`config.mk`:
```
export PLATFORM = sky130hd
export DESIGN_NAME = pfdp_top
export DESIGN_NICKNAME = d
export VERILOG_FILES = /design/src/rtl/pfdp_pkg.sv /design/src/rtl/pfdp_f0_decode.sv /design/src/rtl/pfdp_wr_window.sv /design/src/rtl/pfdp_top.sv
export SDC_FILE = /design/constraint.sdc
export NUM_CORES = 1
export LEC_CHECK = 0
export ABC_AREA = 1
export BUFFER_PORTS_ARGS = -buffer_cell sky130_fd_sc_hd__buf_2
export CAP_MARGIN = 5
export CELL_PAD_IN_SITES_DETAIL_PLACEMENT = 1
export CELL_PAD_IN_SITES_GLOBAL_PLACEMENT = 2
export CORE_AREA = 8 8 221 223
export CTS_BUF_LIST = sky130_fd_sc_hd__clkbuf_8
export DETAILED_ROUTE_END_ITERATION = 16
export DIE_AREA = 0 0 229 231
export GPL_TIMING_DRIVEN = 0
export PLACE_DENSITY = 0.78
export SYNTH_ARGS = -nofsm -noshare
export SYNTH_HDL_FRONTEND = slang
export SYNTH_SLANG_ARGS = --single-unit
```
`constraint.sdc`:
```
create_clock -name ref_clk -period 2.53 [get_ports ref_clk]
set_clock_uncertainty 0.05 [all_clocks]
set_input_delay 0.1265 -clock ref_clk [delete_from_list [all_inputs] [get_ports ref_clk]]
set_output_delay 0.1265 -clock ref_clk [all_outputs]
set_load 0.01 [all_outputs]
```
`src/rtl/pfdp_pkg.sv`:
```
// pfdp_pkg: constants, types and group map for the peripheral frame decoder
// assumes word addresses of 22 bits, 32-bit data words, one system clock
// Overview of operation
// - route each mapped access to one of four frames
// - frame 0 served straight from cpu bus
// - frame 1 over 32-bit peripheral bus
// - frame 2 over 16-bit peripheral bus
// - frame 3 over 32-bit bus, dma reachable
// - frame 0 accepts 16 and 32-bit accesses
// - protected group writes need write window open
// - write-disable instruction closes the write window
// - flash writes also need security module permission
// - 0x0880-0x09ff device emulation group, protected
// - 0x0a80-0x0adf flash control group, protected
// - 0x0ae0-0x0aef security module group, protected
// - 0x0b00-0x0b0f converter mirror, read-only, cpu reads wait one cycle, dma none
// - 0x0b20-0x0b3f external memory interface, protected
// - 0x0c00-0x0c3f cpu timers, unprotected
// - 0x0ce0-0x0cff interrupt expansion, unprotected
// - 0x0d00-0x0dff interrupt vector table, protected
// - 0x1000-0x11ff dma registers, protected
// - protected map bit moves pwm frame 1/3
package pfdp_pkg;
	localparam int ADDR_W = 22;
	localparam int DATA_W = 32;

	typedef enum logic [3:0] {
		PFDP_G_NONE = 4'h0,
		PFDP_G_EMU = 4'h1,
		PFDP_G_FLASH = 4'h2,
		PFDP_G_SEC = 4'h3,
		PFDP_G_ADCM = 4'h4,
		PFDP_G_XMEM = 4'h5,
		PFDP_G_TIMER = 4'h6,
		PFDP_G_INTX = 4'h7,
		PFDP_G_VECT = 4'h8,
		PFDP_G_DMA = 4'h9
	} pfdp_group_t;

	typedef enum logic [2:0] {
		PFDP_F_NONE = 3'h0,
		PFDP_F0 = 3'h1,
		PFDP_F1 = 3'h2,
		PFDP_F2 = 3'h3,
		PFDP_F3 = 3'h4
	} pfdp_frame_t;

	localparam logic [ADDR_W-1:0] EMU_LO = 22'h000880;
	localparam logic [ADDR_W-1:0] EMU_HI = 22'h0009ff;
	localparam logic [ADDR_W-1:0] FLASH_LO = 22'h000a80;
	localparam logic [ADDR_W-1:0] FLASH_HI = 22'h000adf;
	localparam logic [ADDR_W-1:0] SEC_LO = 22'h000ae0;
	localparam logic [ADDR_W-1:0] SEC_HI = 22'h000aef;
	localparam logic [ADDR_W-1:0] ADCM_LO = 22'h000b00;
	localparam logic [ADDR_W-1:0] ADCM_HI = 22'h000b0f;
	localparam logic [ADDR_W-1:0] XMEM_LO = 22'h000b20;
	localparam logic [ADDR_W-1:0] XMEM_HI = 22'h000b3f;
	localparam logic [ADDR_W-1:0] TIMER_LO = 22'h000c00;
	localparam logic [ADDR_W-1:0] TIMER_HI = 22'h000c3f;
	localparam logic [ADDR_W-1:0] INTX_LO = 22'h000ce0;
	localparam logic [ADDR_W-1:0] INTX_HI = 22'h000cff;
	localparam logic [ADDR_W-1:0] VECT_LO = 22'h000d00;
	localparam logic [ADDR_W-1:0] VECT_HI = 22'h000dff;
	localparam logic [ADDR_W-1:0] DMA_LO = 22'h001000;
	localparam logic [ADDR_W-1:0] DMA_HI = 22'h0011ff;
	// frame windows for 1, 2, 3
	localparam logic [ADDR_W-1:0] F1_LO = 22'h006000;
	localparam logic [ADDR_W-1:0] F1_HI = 22'h006fff;
	localparam logic [ADDR_W-1:0] F2_LO = 22'h007000;
	localparam logic [ADDR_W-1:0] F2_HI = 22'h007fff;
	localparam logic [ADDR_W-1:0] F3_LO = 22'h005000;
	localparam logic [ADDR_W-1:0] F3_HI = 22'h005fff;
	// pwm groups in frame 1 and frame 3 views
	localparam logic [ADDR_W-1:0] PWM1_LO = 22'h006800;
	localparam logic [ADDR_W-1:0] PWM1_HI = 22'h00697f;
	localparam logic [ADDR_W-1:0] PWM3_LO = 22'h005800;
	localparam logic [ADDR_W-1:0] PWM3_HI = 22'h00597f;
	// frame map config word and its pwm select bit
	localparam logic [ADDR_W-1:0] FRAME_MAP_CONFIG_ADDR = 22'h00702e;
	localparam int PWM_FRAME_MAP_SELECT_BIT = 0;
	localparam logic PWM_MAP_RST = 1'b0;
	localparam logic WIN_RST = 1'b0;
	// converter mirror waits
	localparam int ADCM_WAIT_CPU = 1;
	localparam int ADCM_WAIT_DMA = 0;

	typedef struct packed {
		logic valid;
		logic write;
		logic is_dma;
		logic wide;
		logic [ADDR_W-1:0] addr;
		logic [DATA_W-1:0] wdata;
	} pfdp_req_t;

	typedef struct packed {
		pfdp_frame_t frame;
		pfdp_group_t group;
		logic prot;
		logic wr_en;
		logic wide;
		logic [ADDR_W-1:0] addr;
		logic [DATA_W-1:0] wdata;
	} pfdp_fwd_t;

	function automatic logic pfdp_in(input logic [ADDR_W-1:0] a,
		input logic [ADDR_W-1:0] lo, input logic [ADDR_W-1:0] hi);
		return (a >= lo) && (a <= hi);
	endfunction
endpackage

```
`src/rtl/pfdp_f0_decode.sv`:
```
// pfdp_f0_decode: frame 0 group decode, combinational
// assumes a word address from the cpu memory bus
`timescale 1ns/100ps
`default_nettype none
module pfdp_f0_decode
	import pfdp_pkg::*;
(
	// address in
	input wire logic [ADDR_W-1:0] addr,
	// decode out
	output pfdp_group_t group,
	output logic prot
);
	wire logic h_emu = pfdp_in(addr, EMU_LO, EMU_HI);
	wire logic h_flash = pfdp_in(addr, FLASH_LO, FLASH_HI);
	wire logic h_sec = pfdp_in(addr, SEC_LO, SEC_HI);
	wire logic h_adcm = pfdp_in(addr, ADCM_LO, ADCM_HI);
	wire logic h_xmem = pfdp_in(addr, XMEM_LO, XMEM_HI);
	wire logic h_timer = pfdp_in(addr, TIMER_LO, TIMER_HI);
	wire logic h_intx = pfdp_in(addr, INTX_LO, INTX_HI);
	wire logic h_vect = pfdp_in(addr, VECT_LO, VECT_HI);
	wire logic h_dma = pfdp_in(addr, DMA_LO, DMA_HI);

	assign group = h_emu ? PFDP_G_EMU :
		h_flash ? PFDP_G_FLASH :
		h_sec ? PFDP_G_SEC :
		h_adcm ? PFDP_G_ADCM :
		h_xmem ? PFDP_G_XMEM :
		h_timer ? PFDP_G_TIMER :
		h_intx ? PFDP_G_INTX :
		h_vect ? PFDP_G_VECT :
		h_dma ? PFDP_G_DMA : PFDP_G_NONE;
	// timers, interrupt expansion and mirror stay open
	assign prot = h_emu | h_flash | h_sec | h_xmem | h_vect | h_dma;
endmodule
`default_nettype wire

```
`src/rtl/pfdp_wr_window.sv`:
```
// pfdp_wr_window: protected-write window flag
// assumes one-cycle instruction pulses from the cpu core
`timescale 1ns/100ps
`default_nettype none
module pfdp_wr_window
	import pfdp_pkg::*;
(
	// clock and reset
	input wire logic ref_clk,
	input wire logic rst_b,
	// instruction pulses
	input wire logic write_allow_instruction,
	input wire logic write_disable_instruction,
	// window state
	output logic win_open
);
	logic win_r;
	logic win_nxt;
	// disable wins if both arrive: safer to stay shut
	assign win_nxt = write_disable_instruction ? 1'b0 :
		write_allow_instruction ? 1'b1 : win_r;
	always_ff @(posedge ref_clk or negedge rst_b) begin
		if (!rst_b) begin
			win_r <= WIN_RST;
		end else begin
			win_r <= win_nxt;
		end
	end
	assign win_open = win_r;

	a_win_closes: assert property (@(posedge ref_clk) disable iff (!rst_b)
		write_disable_instruction |=> !win_open) else $error("window stayed open");
	a_win_opens: assert property (@(posedge ref_clk) disable iff (!rst_b)
		write_allow_instruction && !write_disable_instruction |=> win_open)
		else $error("window did not open");
endmodule
`default_nettype wire

```
`src/rtl/pfdp_top.sv`:
```
// pfdp_top: sorts cpu and dma accesses into four frames, gates protected writes
// assumes one request a cycle, peripherals answer on their own buses
`timescale 1ns/100ps
`default_nettype none
module pfdp_top
	import pfdp_pkg::*;
(
	// clock and reset
	input wire logic ref_clk,
	input wire logic rst_b,
	// cpu core
	input wire pfdp_req_t cpu_req,
	input wire logic write_allow_instruction,
	input wire logic write_disable_instruction,
	output logic cpu_ready,
	output logic [DATA_W-1:0] cpu_rdata,
	// dma controller
	input wire pfdp_req_t dma_req,
	output logic dma_ready,
	output logic [DATA_W-1:0] dma_rdata,
	// security module permission level
	input wire logic code_security_module_open,
	// frame 0 cpu memory bus
	output pfdp_fwd_t f0_bus,
	input wire logic [DATA_W-1:0] f0_rdata,
	// converter mirror read data
	input wire logic [DATA_W-1:0] adcm_rdata,
	// frame 1 32-bit bus
	output pfdp_fwd_t f1_bus,
	input wire logic [31:0] f1_rdata,
	// frame 2 16-bit bus
	output pfdp_fwd_t f2_bus,
	input wire logic [15:0] f2_rdata,
	// frame 3 32-bit dma-capable bus
	output pfdp_fwd_t f3_bus,
	input wire logic [31:0] f3_rdata,
	// map state
	output logic pwm_frame_map_select
);
	logic win_open;
	logic pwm_map_r;
	logic pwm_map_nxt;
	logic adcm_wait_r;
	logic adcm_wait_nxt;
	pfdp_group_t cpu_grp;
	logic cpu_prot;
	pfdp_group_t dma_grp;
	logic dma_prot;

	pfdp_wr_window u_win (
		.ref_clk(ref_clk),
		.rst_b(rst_b),
		.write_allow_instruction(write_allow_instruction),
		.write_disable_instruction(write_disable_instruction),
		.win_open(win_open)
	);

	pfdp_f0_decode u_cpu_dec (
		.addr(cpu_req.addr),
		.group(cpu_grp),
		.prot(cpu_prot)
	);

	pfdp_f0_decode u_dma_dec (
		.addr(dma_req.addr),
		.group(dma_grp),
		.prot(dma_prot)
	);

	// cpu frame select
	wire logic [ADDR_W-1:0] ca = cpu_req.addr;
	wire logic c_pwm1 = pfdp_in(ca, PWM1_LO, PWM1_HI);
	wire logic c_pwm3 = pfdp_in(ca, PWM3_LO, PWM3_HI);
	// pwm windows answer only in the frame the map bit selects
	wire logic c_f0 = cpu_grp != PFDP_G_NONE;
	wire logic c_f1 = pfdp_in(ca, F1_LO, F1_HI) && !(c_pwm1 && pwm_map_r);
	wire logic c_f2 = pfdp_in(ca, F2_LO, F2_HI);
	wire logic c_f3 = pfdp_in(ca, F3_LO, F3_HI) && !(c_pwm3 && !pwm_map_r);
	wire pfdp_frame_t c_frame = c_f0 ? PFDP_F0 : c_f1 ? PFDP_F1 :
		c_f2 ? PFDP_F2 : c_f3 ? PFDP_F3 : PFDP_F_NONE;

	// dma sees frame 0 and frame 3 only
	wire logic [ADDR_W-1:0] da = dma_req.addr;
	wire logic d_pwm3 = pfdp_in(da, PWM3_LO, PWM3_HI);
	wire logic d_f0 = dma_grp != PFDP_G_NONE;
	wire logic d_f3 = pfdp_in(da, F3_LO, F3_HI) && !(d_pwm3 && !pwm_map_r);
	wire logic dma_go = dma_req.valid && (d_f0 || d_f3);

	// map config word lives in frame 2 and is itself protected
	wire logic c_map_hit = ca == FRAME_MAP_CONFIG_ADDR;
	wire logic c_prot = c_f0 ? cpu_prot : c_map_hit;
	wire logic d_prot = d_f0 && dma_prot;

	// write gating; suppressed writes still complete
	wire logic c_flash = c_f0 && cpu_grp == PFDP_G_FLASH;
	wire logic c_ro = c_f0 && cpu_grp == PFDP_G_ADCM;
	wire logic c_sec_ok = !c_flash || code_security_module_open;
	wire logic c_wr_ok = cpu_req.write && !c_ro && c_sec_ok
		&& (!c_prot || win_open);
	// the window belongs to the cpu; dma never opens it
	wire logic d_flash = d_f0 && dma_grp == PFDP_G_FLASH;
	wire logic d_ro = d_f0 && dma_grp == PFDP_G_ADCM;
	wire logic d_wr_ok = dma_req.write && !d_ro && !d_flash && (!d_prot || win_open);

	// dma owns frame 3 if both target it; cpu retries
	wire logic clash = cpu_req.valid && c_f3 && dma_go && d_f3;
	wire logic cpu_go = cpu_req.valid && c_frame != PFDP_F_NONE && !clash;
	wire logic dma_f0_win = dma_go && d_f0 && !(cpu_go && c_f0);
	wire logic dma_f3_win = dma_go && d_f3;

	// converter mirror: cpu takes one wait, dma none
	wire logic c_adcm_rd = cpu_req.valid && !cpu_req.write && c_ro;
	assign adcm_wait_nxt = c_adcm_rd && !adcm_wait_r;

	// map bit write
	wire logic map_wr = cpu_go && c_f2 && c_map_hit && c_wr_ok;
	assign pwm_map_nxt = map_wr ? cpu_req.wdata[PWM_FRAME_MAP_SELECT_BIT] : pwm_map_r;

	always_ff @(posedge ref_clk or negedge rst_b) begin
		if (!rst_b) begin
			pwm_map_r <= PWM_MAP_RST;
			adcm_wait_r <= 1'b0;
		end else begin
			pwm_map_r <= pwm_map_nxt;
			adcm_wait_r <= adcm_wait_nxt;
		end
	end
	assign pwm_frame_map_select = pwm_map_r;

	// forwarding; wide bit passed through on frame 0
	function automatic pfdp_fwd_t fwd(input logic go, input pfdp_frame_t fr,
		input pfdp_group_t g, input logic p, input logic wok, input pfdp_req_t r);
		pfdp_fwd_t f;
		f = '0;
		if (go) begin
			f.frame = fr;
			f.group = g;
			f.prot = p;
			f.wr_en = wok;
			f.wide = r.wide;
			f.addr = r.addr;
			f.wdata = r.wdata;
		end
		return f;
	endfunction

	wire logic c0 = cpu_go && c_f0 && !(dma_f0_win);
	assign f0_bus = dma_f0_win ? fwd(1'b1, PFDP_F0, dma_grp, d_prot, d_wr_ok, dma_req)
		: fwd(c0, PFDP_F0, cpu_grp, c_prot, c_wr_ok, cpu_req);
	assign f1_bus = fwd(cpu_go && c_f1, PFDP_F1, PFDP_G_NONE, 1'b0, c_wr_ok, cpu_req);
	// frame 2 is 16 bits: wide requests go out narrow
	pfdp_req_t c_narrow;
	always_comb begin
		c_narrow = cpu_req;
		c_narrow.wide = 1'b0;
		c_narrow.wdata = {16'h0000, cpu_req.wdata[15:0]};
	end
	assign f2_bus = fwd(cpu_go && c_f2, PFDP_F2, PFDP_G_NONE, c_map_hit, c_wr_ok,
		c_narrow);
	assign f3_bus = dma_f3_win ? fwd(1'b1, PFDP_F3, PFDP_G_NONE, 1'b0, d_wr_ok, dma_req)
		: fwd(cpu_go && c_f3, PFDP_F3, PFDP_G_NONE, 1'b0, c_wr_ok, cpu_req);

	// answers: cpu waits behind dma on frame 3 clash; dma waits behind cpu on frame 0
	wire logic cpu_lost = (c_f0 && dma_f0_win) || clash;
	assign cpu_ready = !cpu_req.valid || c_frame == PFDP_F_NONE ||
		(!cpu_lost && (!c_adcm_rd || adcm_wait_r));
	assign dma_ready = !dma_req.valid || !dma_go || dma_f3_win || dma_f0_win;

	wire logic [DATA_W-1:0] c_rd = c_ro ? adcm_rdata : c_f0 ? f0_rdata :
		c_f1 ? f1_rdata : c_f2 ? {16'h0000, f2_rdata} : c_f3 ? f3_rdata : '0;
	wire logic [DATA_W-1:0] d_rd = (d_f0 && dma_grp == PFDP_G_ADCM) ? adcm_rdata :
		d_f0 ? f0_rdata : d_f3 ? f3_rdata : '0;
	wire logic [DATA_W-1:0] c_rd_w = cpu_req.wide ? c_rd : {16'h0000, c_rd[15:0]};
	wire logic [DATA_W-1:0] d_rd_w = dma_req.wide ? d_rd : {16'h0000, d_rd[15:0]};
	logic [DATA_W-1:0] cpu_rdata_r;
	logic [DATA_W-1:0] dma_rdata_r;
	always_ff @(posedge ref_clk or negedge rst_b) begin
		if (!rst_b) begin
			cpu_rdata_r <= '0;
			dma_rdata_r <= '0;
		end else begin
			cpu_rdata_r <= c_rd_w;
			dma_rdata_r <= d_rd_w;
		end
	end
	assign cpu_rdata = cpu_rdata_r;
	assign dma_rdata = dma_rdata_r;

	a_prot_blocked: assert property (@(posedge ref_clk) disable iff (!rst_b)
		f0_bus.frame == PFDP_F0 && f0_bus.prot && !win_open |-> !f0_bus.wr_en)
		else $error("protected write passed");
	a_flash_needs_sec: assert property (@(posedge ref_clk) disable iff (!rst_b)
		c0 && c_flash && !code_security_module_open |-> !f0_bus.wr_en)
		else $error("flash write without security");
	a_mirror_ro: assert property (@(posedge ref_clk) disable iff (!rst_b)
		f0_bus.group == PFDP_G_ADCM |-> !f0_bus.wr_en) else $error("mirror written");
	a_mirror_wait: assert property (@(posedge ref_clk) disable iff (!rst_b)
		c_adcm_rd && !cpu_lost && !$past(c_adcm_rd) |-> !cpu_ready ##1 (cpu_ready || !c_adcm_rd))
		else $error("mirror wait wrong");
	a_timer_open: assert property (@(posedge ref_clk) disable iff (!rst_b)
		c0 && cpu_req.write && cpu_grp == PFDP_G_TIMER |-> f0_bus.wr_en)
		else $error("timer write blocked");
	a_map_hold: assert property (@(posedge ref_clk) disable iff (!rst_b)
		!win_open |=> $stable(pwm_frame_map_select)) else $error("map bit changed");
	a_one_frame: assert property (@(posedge ref_clk) disable iff (!rst_b)
		$onehot0({f1_bus.frame != PFDP_F_NONE, f2_bus.frame != PFDP_F_NONE}))
		else $error("two frames driven");
	a_dma_owns_f3: assert property (@(posedge ref_clk) disable iff (!rst_b)
		clash |-> !cpu_ready && f3_bus.addr == dma_req.addr) else $error("dma lost frame 3");
endmodule
`default_nettype wire

```
==> summary.md, run 1 <==
| Metric | Value |
|---|---|
| Status | complete, but fails checks |
| Failing checks | setup timing |
| Crit path arrival time | about 2500 ps |
| CP startpoint kind | input port |
| Period Utilization, post-route | 1.04 |
| CP Class | in2out |
| Syn-to-layout area delta | 123% |
| WL/cell | between 20 and 30 um |
| Cells after DPL | between 2,000 and 2,500 |
| Clk sinks | 67 |
| Reg area | approximately 1700 um^2 |
| Final min period | 2630 ps |
| FF-to-FF setup slack | 290 ps |
| Avg Inst Size Synth | ~6.1 um^2 |
| RSZ-0062 raised after global routing | true |
| Clock-pin transition on the worst setup and hold timing paths | around 70 ps |
| Distinct cells, synth | 43 |
| Fmax | approximately 380 MHz |
| Multi-input logic area | 6050 um^2 |
| Rows | 78 |
| Crit. End Element | primary output |
| Max clock buf depth | 2 |
| Sequential share of power | 0.324 |
| Setup violations, final | 93 |
| Fin cells | 2,574 |
| Number of synthesized register bits | 67 |
| Max_cap viols | 0 |
| Async SR Flop Fraction | 1.00 |
| Share of layout cells above drive strength 1 | 0.526 |
| Logic pwr share | 0.297 |
| Leak | 8.05 nW |
| Port bufs | 512 |
| CTS tree | built |
| Int Pwr | ~0.0022 W |
| Core area | 45,100 um^2 |
| Crit-path max cell delay | 240 ps |
| Die Ht | approximately 230 um |
| Crit-path slowest cell | nor4_4 |
| Largest net degree at the start of global routing | 45 |
| Sequential fraction of the synthesis area | 0.233 |
| Rel. slew slack | 0.470 |
| Most frequent cells in the layout | 400 x buf_2, 175 x nand2_1, 138 x buf_4, 120 x buf_6, 103 x o21ai_0 |
| Final total power | 0.00332 W |
| I/O Pins | 588 |
| GPL Wtd Cong | 0.879 |
| Worst-Skew Late Latency | about 400 ps |
| Critical R2R Launch | pwm_frame_map_select |
| Number of global-route vias before repair | roughly 13,000 |
| Antenna-violating nets left | 0 |
| Sw Share | 0.324 |
| Vias | 12,000 |
| Critical Path Start | dma_req[51] |
| Crit path cell chain | buf_6 > nor2_4 > nand3_4 > nor2_4 > nand2_4 > buf_6 > nor4_4 > nand3_2 > nand4_1 > nor2_4 > a21boi_4 > buf_12 > clkbuf_16 > nand3_2 > o21ai_1 > buf_2 |
| Req. time, crit path | roughly 2400 ps |
| Hold path startpoint | f3_rdata[12] |
| Worst ir drop on vdd | 0.262 mV |
| Cells after synthesis | 1,179 |
| Hold Path Class | in2reg |
| Reg2reg end | cpu_rdata[7] |
| Hold Fails Final Rpt | 0 |
| CP endpoint | f0_bus[7] |
| Total Routing Usage GR | 0.225 |
| Warnings, synthesis | 0 |
| First-pass GRT wire length | 89.5 mm |
| Final slew viol count | 0 |
| Drc violations | 0 |
| Root buffer cell | clkbuf_8 |
| Reg2Reg Depth | 11 |
| Final nets | 2,231 |
| Gr ovfl total | 0 |
| Clock power frac | 0.379 |
| Drt initial violations | 688 |
| Die area | 52,900 um^2 |
| Post-synth EDFFs | 0 |
| Primary FF master, synth | dfrtp_1 |
| Fill cell count | about 5,600 |
| Crit-path max FO | 8 |
| Fin worst setup slack | -99.0 ps |
| Mapped Area | between 7000 and 8000 um^2 |
| CTS buffer count | 9 |
| DP HPWL | 49.6 mm |
| Worst slew pin tran | 794 ps |
| Commonest non-fill, non-tap cell in the layout | buf_2 |
| Max H-tree Level | 3 |
| Die width | 229 um |
| PD cells | between 200 and 250 nW/um^2 |
| Worst path most repeated cell | nor2_4 |
| Psw | around 0.0011 W |
| Initial antenna violation count | 6 |
| Starting Density | 0.159 |
| First drt pass iteration count | 5 |
| Vias per cell | approximately 4.6 |
| Final Routed Wirelength | 65.6 mm |
[power by group through the flow]
stage               logic (W)  registers [W]  clock network (W)
finish               0.000986        0.00108            0.00126
global route          0.00105        0.00108            0.00131
CTS                  0.000870        0.00108            0.00131
detailed placement   0.000693        0.00110                  0
global placement     0.000680        0.00110                  0
floorplan            0.000273        0.00110                  0
[critical path: cells and delay by family]
family | cells | cell delay (ps)
simple gates | 9 | 1210
buf+inv | 5 | 780
compound gates | 2 | 320
[through the flow]
step | util | TNS [ps] | setup slack, ps | hold WS, ps | instance area, um^2
after global placement | 0.239 | -186420 | -1580 | 230 | 10800
after CTS | 0.307 | -13330 | -193 | 1.25 | 13800
after floorplan | - | 0 | 341 | -219 | 7440
after global routing | 0.356 | -24030 | -229 | 55.6 | 16000
after detailed placement | 0.239 | -191810 | -1640 | 11.0 | 10800
final | 0.356 | -3220 | -99.0 | 55.9 | 16000
[cells by family after synthesis]
family / Yosys count / synth area share
buffers and inverters: 265 / 0.195
other: 1 / 0.000522
AOI/OAI and AO/OA: 249 / 0.185
DFF: 67 / 0.233
and+or+nand+nor: 597 / 0.386
[timing repair]
item	in CTS	in global routing
endpoints found under the setup margin	236	228
hold endpoints to repair	131	0
hold buffers	97	0
pin swaps	50	63
setup buffers	51	31
gates cloned	9	16
gates resized for setup	345	420
[worst min-delay path by stage]
stage | to | slack [ps] | cells past startpoint
after global routing | dma_rdata[12] | 60 | 5
after global placement | u_win.win_open | 230 | 2
after CTS | dma_rdata[14] | 1 | 5
final | dma_rdata[12] | 60 | 5
after detailed placement | cpu_rdata[4] | 10 | 1
after floorplan | adcm_wait_r | -220 | 0
[sequential cells by signal, summed over array words and instances, names as in the netlist]
name,cells
pwm_frame_map_select,1
cpu_rdata,32
dma_rdata,32
u_win.win_open,1
adcm_wait_r,1
[layout make-up]
class | instances | area share
clock inverters | 7 | 0.00881
clock buffers | 9 | 0.00772
flip-flops and latches | 67 | 0.105
plain buffers | 149 | 0.0825
diodes | 3 | 0.000468
inverters | 113 | 0.0297
repair buffers | 710 | 0.342
multi-input cells | 916 | 0.377
well taps | 600 | 0.0468
[layer usage]
layer  vias to the layer above  global-route usage  part of all wire
li1                       5418                   -                 -
met5                         -                   0           0.00043
met1                      5865               0.257              0.39
met3                        94              0.0494             0.066
met4                         4              0.0528             0.032
met2                       586               0.422              0.52
[cells in the mapped netlist (2+ instances only)]
cell / count / share of area
nor4_1: 7 / 0.0061
nor3_4: 3 / 0.0068
nand2_2: 5 / 0.0044
or2_1: 2 / 0.0017
nand3b_1: 2 / 0.0021
inv_2: 10 / 0.0052
nand3_2: 3 / 0.0042
a21oi_1: 27 / 0.019
a41oi_1: 16 / 0.020
inv_1: 100 / 0.052
o22ai_1: 6 / 0.0052
o211ai_1: 2 / 0.0021
nor2_2: 5 / 0.0044
dfrtp_1: 67 / 0.23
nand4_1: 47 / 0.041
nand2_1: 203 / 0.11
buf_6: 10 / 0.016
o21ai_0: 161 / 0.11
nor3_1: 12 / 0.0084
nor2_1: 143 / 0.075
buf_1: 6 / 0.0031
nor2_4: 4 / 0.0063
clkinv_1: 2 / 0.0010
nand3_1: 153 / 0.11
o21ai_1: 33 / 0.023
buf_2: 17 / 0.012
buf_4: 81 / 0.085
clkbuf_1: 37 / 0.019
Note: power is estimated with default switching activity, not from simulation.
==> run 2, diff against run 1 <==
--- a/config.mk
+++ b/config.mk
@@ -10,12 +10,13 @@
 export CAP_MARGIN = 5
 export CELL_PAD_IN_SITES_DETAIL_PLACEMENT = 1
 export CELL_PAD_IN_SITES_GLOBAL_PLACEMENT = 2
-export CORE_AREA = 8 8 221 223
+export CORE_AREA = 8 8 223 225
 export CTS_BUF_LIST = sky130_fd_sc_hd__clkbuf_8
 export DETAILED_ROUTE_END_ITERATION = 16
-export DIE_AREA = 0 0 229 231
+export DIE_AREA = 0 0 231 233
 export GPL_TIMING_DRIVEN = 0
-export PLACE_DENSITY = 0.78
+export PLACE_DENSITY = 0.8
 export SYNTH_ARGS = -nofsm -noshare
 export SYNTH_HDL_FRONTEND = slang
+export SYNTH_HIERARCHICAL = 1
 export SYNTH_SLANG_ARGS = --single-unit
==> summary.md, run 2 <==
| Metric | Value |
|---|---|
| Worst path most repeated cell | buf_4 |
| Gr ovfl total | 0 (unchanged) |
| Number of global-route vias before repair | 12,500 (-2.1%) |
| Die area | 53,800 um^2 (+1.7%) |
| Final min period | 2750 ps (+124 ps) |
| Mapped Area | 7730 um^2 (+7.5%) |
| CP Class | in2out |
| Int Pwr | 0.00201 W (-10%) |
| Total Routing Usage GR | 0.214 (-0.0112) |
| Syn-to-layout area delta | 82.0% |
| Fin cells | 2,634 (+2.3%) |
| Async SR Flop Fraction | 1.00 (unchanged) |
| Distinct cells, synth | 39 (-9.3%) |
| Final Routed Wirelength | 61.4 mm (-6.4%) |
| Most frequent cells in the layout | 474 x buf_2, 189 x nand2_1, 164 x inv_1, 142 x nor2_1, 137 x buf_4 |
| Status | complete, but fails checks |
| Fin worst setup slack | -223 ps (-124 ps) |
| Rel. slew slack | 0.522 (+0.0520) |
| Worst ir drop on vdd | 0.182 mV (-30%) |
| Core area | 46,100 um^2 (+2.2%) |
| Largest delay share family, worst path | simple AND/OR/NAND/NOR gates |
| Crit. End Element | primary output |
| Cells after DPL | 2,484 (+5.2%) |
| WL/cell | 23.3 um (-8.6%) |
| Max clock buf depth | 2 (unchanged) |
| Vias | 11,800 (-0.99%) |
| Max H-tree Level | 3 (unchanged) |
| Crit path cell chain | buf_12 > nor2_4 > nand3_2 > nor3_2 > nor2b_4 > nand3b_1 > nor2_2 > buf_4 > buf_4 > buf_4 > buf_4 > a31oi_4 > nand2_2 > buf_4 > o22ai_4 > buf_6 |
| Crit-path slowest cell | nor3_2 |
| Count leader, synth | nand2_1 |
| Synth top cells by count | 201 x nand2_1, 169 x inv_1, 156 x nor2_1 |
| CTS tree | built |
| Setup violations, final | 193 (+110%) |
| Psw | 0.00104 W (-3.3%) |
| Final nets | 2,284 (+2.4%) |
| Crit-path max cell delay | 240 ps (about the same) |
| Rows | 79 (+1.3%) |
| Avg Inst Size Synth | 5.98 um^2 (-1.9%) |
| Post-synth EDFFs | 0 (unchanged) |
| Antenna-violating nets left | 0 (unchanged) |
| DP HPWL | 50.2 mm (+1.2%) |
| First drt pass iteration count | 5 (unchanged) |
| Share of layout cells above drive strength 1 | 0.448 (-0.0780) |
| Crit-path max FO | 4 (-4) |
| Sequential fraction of the synthesis area | 0.217 (-0.0164) |
| Leak | 7.71 nW (-4.3%) |
| Worst slew pin tran | 716 ps (-78.0 ps) |
| Failing checks | setup timing |
| RSZ-0062 raised after global routing | true |
| Drt initial violations | 653 (-5.1%) |
| Period Utilization, post-route | 1.09 (+0.0490) |
| PD cells | 217 nW/um^2 (+4.9%) |
| Port bufs | 524 (+2.3%) |
| Cells after synthesis | 1,292 (+9.6%) |
| Worst path bufs/invs | 7 (+2) |
| I/O Pins | 588 (unchanged) |
| Commonest non-fill, non-tap cell in the layout | buf_2 |
| FF-to-FF setup slack | 130 ps (-160 ps) |
| Sequential share of power | 0.353 (+0.029) |
| Warnings, synthesis | 6 (+6) |
| Hold Path Class | in2reg |
| Hold Fails Final Rpt | 0 (unchanged) |
| Final setup TNS | -20,130 ps (-16,910 ps) |
| Clock power frac | 0.358 (-0.021) |
| Die width | 231 um (+0.87%) |
| Initial antenna violation count | 10 (+4) |
| Post-synth top area share | 0.217 (-0.0164) |
| Final slew viol count | 0 (unchanged) |
| Synth area leaders | dfrtp_1 22%, nand3_1 10%, nand2_1 9.8% |
| Drc violations | 0 (unchanged) |
| Largest net degree at the start of global routing | 44 (-2.2%) |
| Clock-pin transition on the worst setup and hold timing paths | 80 ps (about the same) |
| Post-Route Utilization | 0.305 (-0.0507) |
| Primary FF master, synth | dfrtp_1 |
| Crit path arrival time | 2580 ps (+130 ps) |
| Vias per cell | 4.50 (-3.2%) |
| Die Ht | 233 um (+0.87%) |
| Req. time, crit path | 2350 ps (about the same) |
| Worst-Skew Late Latency | 380 ps (-20 ps) |
| Root buffer cell | clkbuf_8 |
| Starting Density | 0.168 (+0.00839) |
| Clk sinks | 67 (unchanged) |
| Sw Share | 0.341 (+0.0169) |
| CP startpoint kind | input port |
| CTS buffer count | 9 (unchanged) |
| GPL Wtd Cong | 0.966 (+10%) |
| Logic pwr share | 0.289 (-0.008) |
| Max_cap viols | 0 (unchanged) |
| Fmax | 363 MHz (-4.5%) |
| Number of synthesized register bits | 67 (unchanged) |
| First-pass GRT wire length | 86.6 mm (-3.2%) |
| Min Hold Slack | 25.1 ps (-30.7 ps) |
| Area leader, netlist | dfrtp_1 |
| Place WS | -1310 ps (+325 ps) |
-- run 2: changes by cell type after synthesis, moves of 17 or more --
cell     before  now
a21oi_1      27  103
buf_4        81   64
inv_1       100  169
nand4_1      47   23
o21ai_0     161   83
o22ai_1       6   42
-- run 2: cell type report --
type	count	area, um^2
Inverter	188	723
Clock inverter	7	98.8
Buffer	132	1020
Timing Repair Buffer	655	4220
Tap cell	607	759
Sequential cell	67	1680
Clock buffer	9	124
Antenna cell	3	7.51
Multi-Input combinational cell	966	5430
Fill cell	5962	32000
-- run 2: worst reg2reg max path: stages (launching register included) --
cell	delay [ps]
dfrtp_2	420
inv_2	50
nand2_2	60
a21oi_2	30
nand3_1	100
nand2_2	110
buf_4	160
buf_4	140
inv_1	200
clkbuf_1	510
nand3_1	160
a21oi_1	270
-- run 2: what timing repair did --
action | 4_1_cts | 5_1_grt
buffers inserted | 43 | 11
setup endpoints to repair | 259 | 250
cloned | 7 | 2
hold buffers | 68 | 1
resized for setup | 250 | 102
hold endpoints to repair | 130 | 1
pin swaps | 37 | 32
-- run 2: stage by stage --
step	total power [W]	cell area [um^2]
2_1_floorplan	0.00139	7950
3_3_place_gp	0.00180	11300
3_5_place_dp	0.00181	11400
4_1_cts	0.00306	13600
5_1_grt	0.00320	14100
6_report	0.00305	14100
-- run 2: metal layers --
layer / up-vias / global-route usage / wire length, um
li1: 5583 / - / -
met3: 57 / 0.0418 / 3700
met1: 5729 / 0.280 / 26600
met2: 476 / 0.364 / 30200
met4: 4 / 0.0372 / 886
met5: - / 0 / 23
-- run 2: cells by family after synthesis --
family	after synthesis	share of synthesized area
other cells	1	0.000485
buf+inv	321	0.199
compound gates	286	0.208
flops	67	0.217
simple gates	617	0.375
-- run 2: power by group through the flow --
stage / Clock, W / Sequential [W] / Combinational (W)
3_3_place_gp: 0 / 0.00110 / 0.000701
4_1_cts: 0.00113 / 0.00108 / 0.000849
2_1_floorplan: 0 / 0.00110 / 0.000290
6_report: 0.00109 / 0.00108 / 0.000884
5_1_grt: 0.00117 / 0.00108 / 0.000955
3_5_place_dp: 0 / 0.00110 / 0.000713
-- run 2: final timing paths --
kind	start	end	cells after the start
worst max-delay path	cpu_req[45]	f0_bus[55]	16
worst min-delay path	f0_rdata[8]	dma_rdata[8]	3
worst max register to register	pwm_frame_map_select	dma_rdata[13]	11
worst min register to register	adcm_wait_r	adcm_wait_r	1
max in group asynchronous	rst_b	dma_rdata[5]	3
min in group asynchronous	rst_b	cpu_rdata[17]	2
==> run 3, diff against run 2 <==
--- a/config.mk
+++ b/config.mk
@@ -5,17 +5,16 @@
 export SDC_FILE = /design/constraint.sdc
 export NUM_CORES = 1
 export LEC_CHECK = 0
-export ABC_AREA = 1
 export BUFFER_PORTS_ARGS = -buffer_cell sky130_fd_sc_hd__buf_2
 export CAP_MARGIN = 5
 export CELL_PAD_IN_SITES_DETAIL_PLACEMENT = 1
 export CELL_PAD_IN_SITES_GLOBAL_PLACEMENT = 2
-export CORE_AREA = 8 8 223 225
+export CORE_AREA = 8 8 222 224
 export CTS_BUF_LIST = sky130_fd_sc_hd__clkbuf_8
 export DETAILED_ROUTE_END_ITERATION = 16
-export DIE_AREA = 0 0 231 233
+export DIE_AREA = 0 0 230 232
 export GPL_TIMING_DRIVEN = 0
-export PLACE_DENSITY = 0.8
+export PLACE_DENSITY = 0.7
 export SYNTH_ARGS = -nofsm -noshare
 export SYNTH_HDL_FRONTEND = slang
 export SYNTH_HIERARCHICAL = 1
==> constraint.sdc (replaced) <==
create_clock -name ref_clk -period 3.1 [get_ports ref_clk]
set_clock_uncertainty 0.05 [all_clocks]
set_input_delay 0.155 -clock ref_clk [delete_from_list [all_inputs] [get_ports ref_clk]]
set_output_delay 0.155 -clock ref_clk [all_outputs]
set_load 0.01 [all_outputs]
==> summary.md, run 3 <==
| Metric | Value |
|---|---|
| Vias per cell | 4.51 (+0.33%) |
| Die width | 230 um (-0.43%) |
| Most frequent cells in the layout | 489 x buf_2, 99 x a22o_1, 97 x buf_4, 93 x dlygate4sd3_1, 77 x and2_1 |
| Area leader, netlist | dfrtp_1 |
| Drc violations | 0 (unchanged) |
| DP HPWL | 43.8 mm (-13%) |
| Place WS | -1170 ps (+150 ps) |
| Period Utilization, post-route | 1.06 |
| Post-Synth Simple-Gate Area | 0.261 (-0.114) |
| Distinct cells, synth | 57 (+46%) |
| CTS tree | built |
| Syn-to-layout area delta | 94.7% |
| Mapped Area | 6390 um^2 (-17%) |
| Rows | 79 (unchanged) |
| Post-synth EDFFs | 0 (unchanged) |
| Die area | 53,400 um^2 (-0.86%) |
| Clock-pin transition on the worst setup and hold timing paths | 70 ps (about the same) |
| WL/cell | 25.8 um (+11%) |
| Req. time, crit path | 2890 ps (+540 ps) |
| Initial antenna violation count | 16 (+6) |
| Worst ir drop on vdd | 0.167 mV (-8.2%) |
| Xor-xnor portion of the synthesized cell area | 0 (unchanged) |
| Status | complete, but fails checks |
| Largest family of logic cells by synthesized area | compound AO/OA/AOI/OAI gates |
| Post-Route Utilization | 0.271 (-0.0339) |
| Max clock buf depth | 2 (unchanged) |
| Vias | 9,640 (-19%) |
| CTS buffer count | 9 (unchanged) |
| Crit-path max FO | 7 (+3) |
| First-pass GRT wire length | 77.6 mm (-10%) |
| Number of synthesized register bits | 67 (unchanged) |
| Primary FF master, synth | dfrtp_1 |
| Max_cap viols | 0 (unchanged) |
| Cells after synthesis | 788 (-39%) |
| Worst slew pin tran | 745 ps (+28.4 ps) |
| Drt initial violations | 532 (-19%) |
| Count leader, synth | a22o_1 |
| RSZ-0062 raised after global routing | true |
| Starting Density | 0.139 (-0.0284) |
| Leak | 6.43 nW (-17%) |
| Share of layout cells above drive strength 1 | 0.478 (+0.0296) |
| Final nets | 1,786 (-22%) |
| Fin worst setup slack | -193 ps (+29.8 ps) |
| Worst-Skew Late Latency | 390 ps (about the same) |
| Warnings, synthesis | 6 (unchanged) |
| Antenna-violating nets left | 0 (unchanged) |
| Fmax | 304 MHz |
| PD cells | 183 nW/um^2 (-16%) |
| Final min period | between 3000 and 4000 ps |
| Avg Inst Size Synth | 8.11 um^2 (+36%) |
| Root buffer cell | clkbuf_8 |
| Max H-tree Level | 3 (unchanged) |
| Sequential fraction of the synthesis area | 0.262 (+0.0453) |
| Total Routing Usage GR | 0.196 (-0.0183) |
| Mux contribution to synthesized area | 0.00333 (+0.00333) |
| Compound-Gate Fraction of Synth Area | 0.339 (+0.131) |
| Synth Area in Adders | 0 (unchanged) |
| I/O Pins | 588 (unchanged) |
| GPL Wtd Cong | 0.839 (-13%) |
| Core area | 45,900 um^2 (-0.43%) |
| Crit. End Element | primary output |
| Port bufs | 522 (-0.38%) |
| Largest net degree at the start of global routing | 45 (+2.3%) |
| Setup violations, final | 56 (-71%) |
| Final slew viol count | 0 (unchanged) |
| Final Routed Wirelength | 55.0 mm (-10%) |
| CP startpoint kind | input port |
| Synth top cells by count | 101 x a22o_1, 78 x and2_1, 67 x buf_4, 67 x dfrtp_1, 49 x nor2_1 |
| Crit path arrival time | 3090 ps (+510 ps) |
| Async SR Flop Fraction | 1.00 (unchanged) |
| Synth area leaders | dfrtp_1 26%, a22o_1 14%, buf_4 7.9% |
| Hold Fails Final Rpt | 0 (unchanged) |
| First drt pass iteration count | 4 (-1) |
| Failing checks | setup timing |
| Post-synth top area share | 0.262 (+0.0453) |
| Die Ht | 232 um (-0.43%) |
| Number of global-route vias before repair | 10,800 (-14%) |
| Commonest non-fill, non-tap cell in the layout | buf_2 |
| Rel. slew slack | 0.504 (-0.0189) |
| Clk sinks | 67 (unchanged) |
| CP Class | in2out |
| Gr ovfl total | 0 (unchanged) |
| Hold Path Class | in2reg |
[run 3: changes by cell type after synthesis, sizes merged, moves of 22 or more]
cell | before | now
a22o | 0 | 101
inv | 181 | 5
nand2 | 222 | 47
nand4 | 25 | 3
o22ai | 50 | 6
nand3b | 3 | 32
nand3 | 160 | 21
a21oi | 104 | 36
nor2 | 190 | 49
o21ai | 113 | 38
and2 | 0 | 78
a221oi | 0 | 32
[run 3: layer usage]
| metal | part of all wire | up-vias | wire length (um) | GRT usage |
|---|---|---|---|---|
| met4 | 0.021 | 24 | 1150 | 0.0519 |
| met3 | 0.079 | 79 | 4370 | 0.0660 |
| met2 | 0.51 | 433 | 28300 | 0.357 |
| li1 | - | 4337 | - | - |
| met5 | 0.0029 | - | 157 | 0 |
| met1 | 0.38 | 4767 | 21100 | 0.215 |
[run 3: per-stage QoR]
step | total power, W | area, um^2 | std cells | setup TNS [ps] | hold slack [ps]
2_1_floorplan | 0.00105 | 6670 | 848 | -790 | -191
3_3_place_gp | 0.00136 | 10000 | 1977 | -99370 | 322
3_5_place_dp | 0.00137 | 10100 | 1978 | -101340 | 53.6
4_1_cts | 0.00229 | 12300 | 2126 | -7720 | 1.37
5_1_grt | 0.00238 | 12400 | 2135 | -13240 | 7.95
6_report | 0.00227 | 12400 | 2136 | -7600 | 34.3
[run 3: kinds of logic (layout without fill, tap and decap cells)]
family / Yosys count / after routing
multiplexers: 2 / 2
AND/OR/NAND/NOR: 289 / 289
AO/OA/AOI/OAI: 287 / 287
other: 1 / 64
buffers and inverters: 142 / 820
flip-flops: 67 / 67
[run 3: cell type report]
class                      instances  area (um^2)
antenna                            3         7.51
buffer                           134          992
clock buffer                      10          138
clock inverter                     6         56.3
fill                            5616        33400
inverter                           5         18.8
multi-input combinational        639         4290
sequential                        67         1680
tap                              607          759
timing repair buffer             665         4500
[run 3: where the power goes]
group          total [W]  internal, W  switching, W  leakage (nW)
sequential      0.000876     0.000875    0.00000135         0.933
clock           0.000791     0.000387      0.000404         0.103
combinational   0.000608     0.000300      0.000308          5.39
total            0.00227      0.00156      0.000713          6.43
[run 3: critical path: stages]
cell	delay, ps
buf_8	100
or3_4	380
or3_4	370
or4_4	490
o41ai_4	420
nor3_2	110
nand2b_2	120
nand2_2	90
nor2b_4	230
buf_12	190
buf_8	130
a22o_1	150
buf_6	130
[run 3: worst paths after layout]
path	start	to	slack (ps)	depth (start not counted)
max	dma_req[45]	f0_bus[44]	-190	13
min	f1_rdata[7]	cpu_rdata[7]	30	3
max reg2reg	pwm_frame_map_select	cpu_rdata[7]	510	9
min reg2reg	adcm_wait_r	adcm_wait_r	520	2
max in group asynchronous	rst_b	dma_rdata[21]	2220	3
min in group asynchronous	rst_b	dma_rdata[1]	190	2
[run 3: what timing repair did]
item	in CTS	in global routing
hold buffers	93	0
buffers inserted	29	10
endpoints found under the hold margin	104	0
resized for setup	141	41
endpoints found under the setup margin	212	103
pin swaps	24	16
cloned	12	0
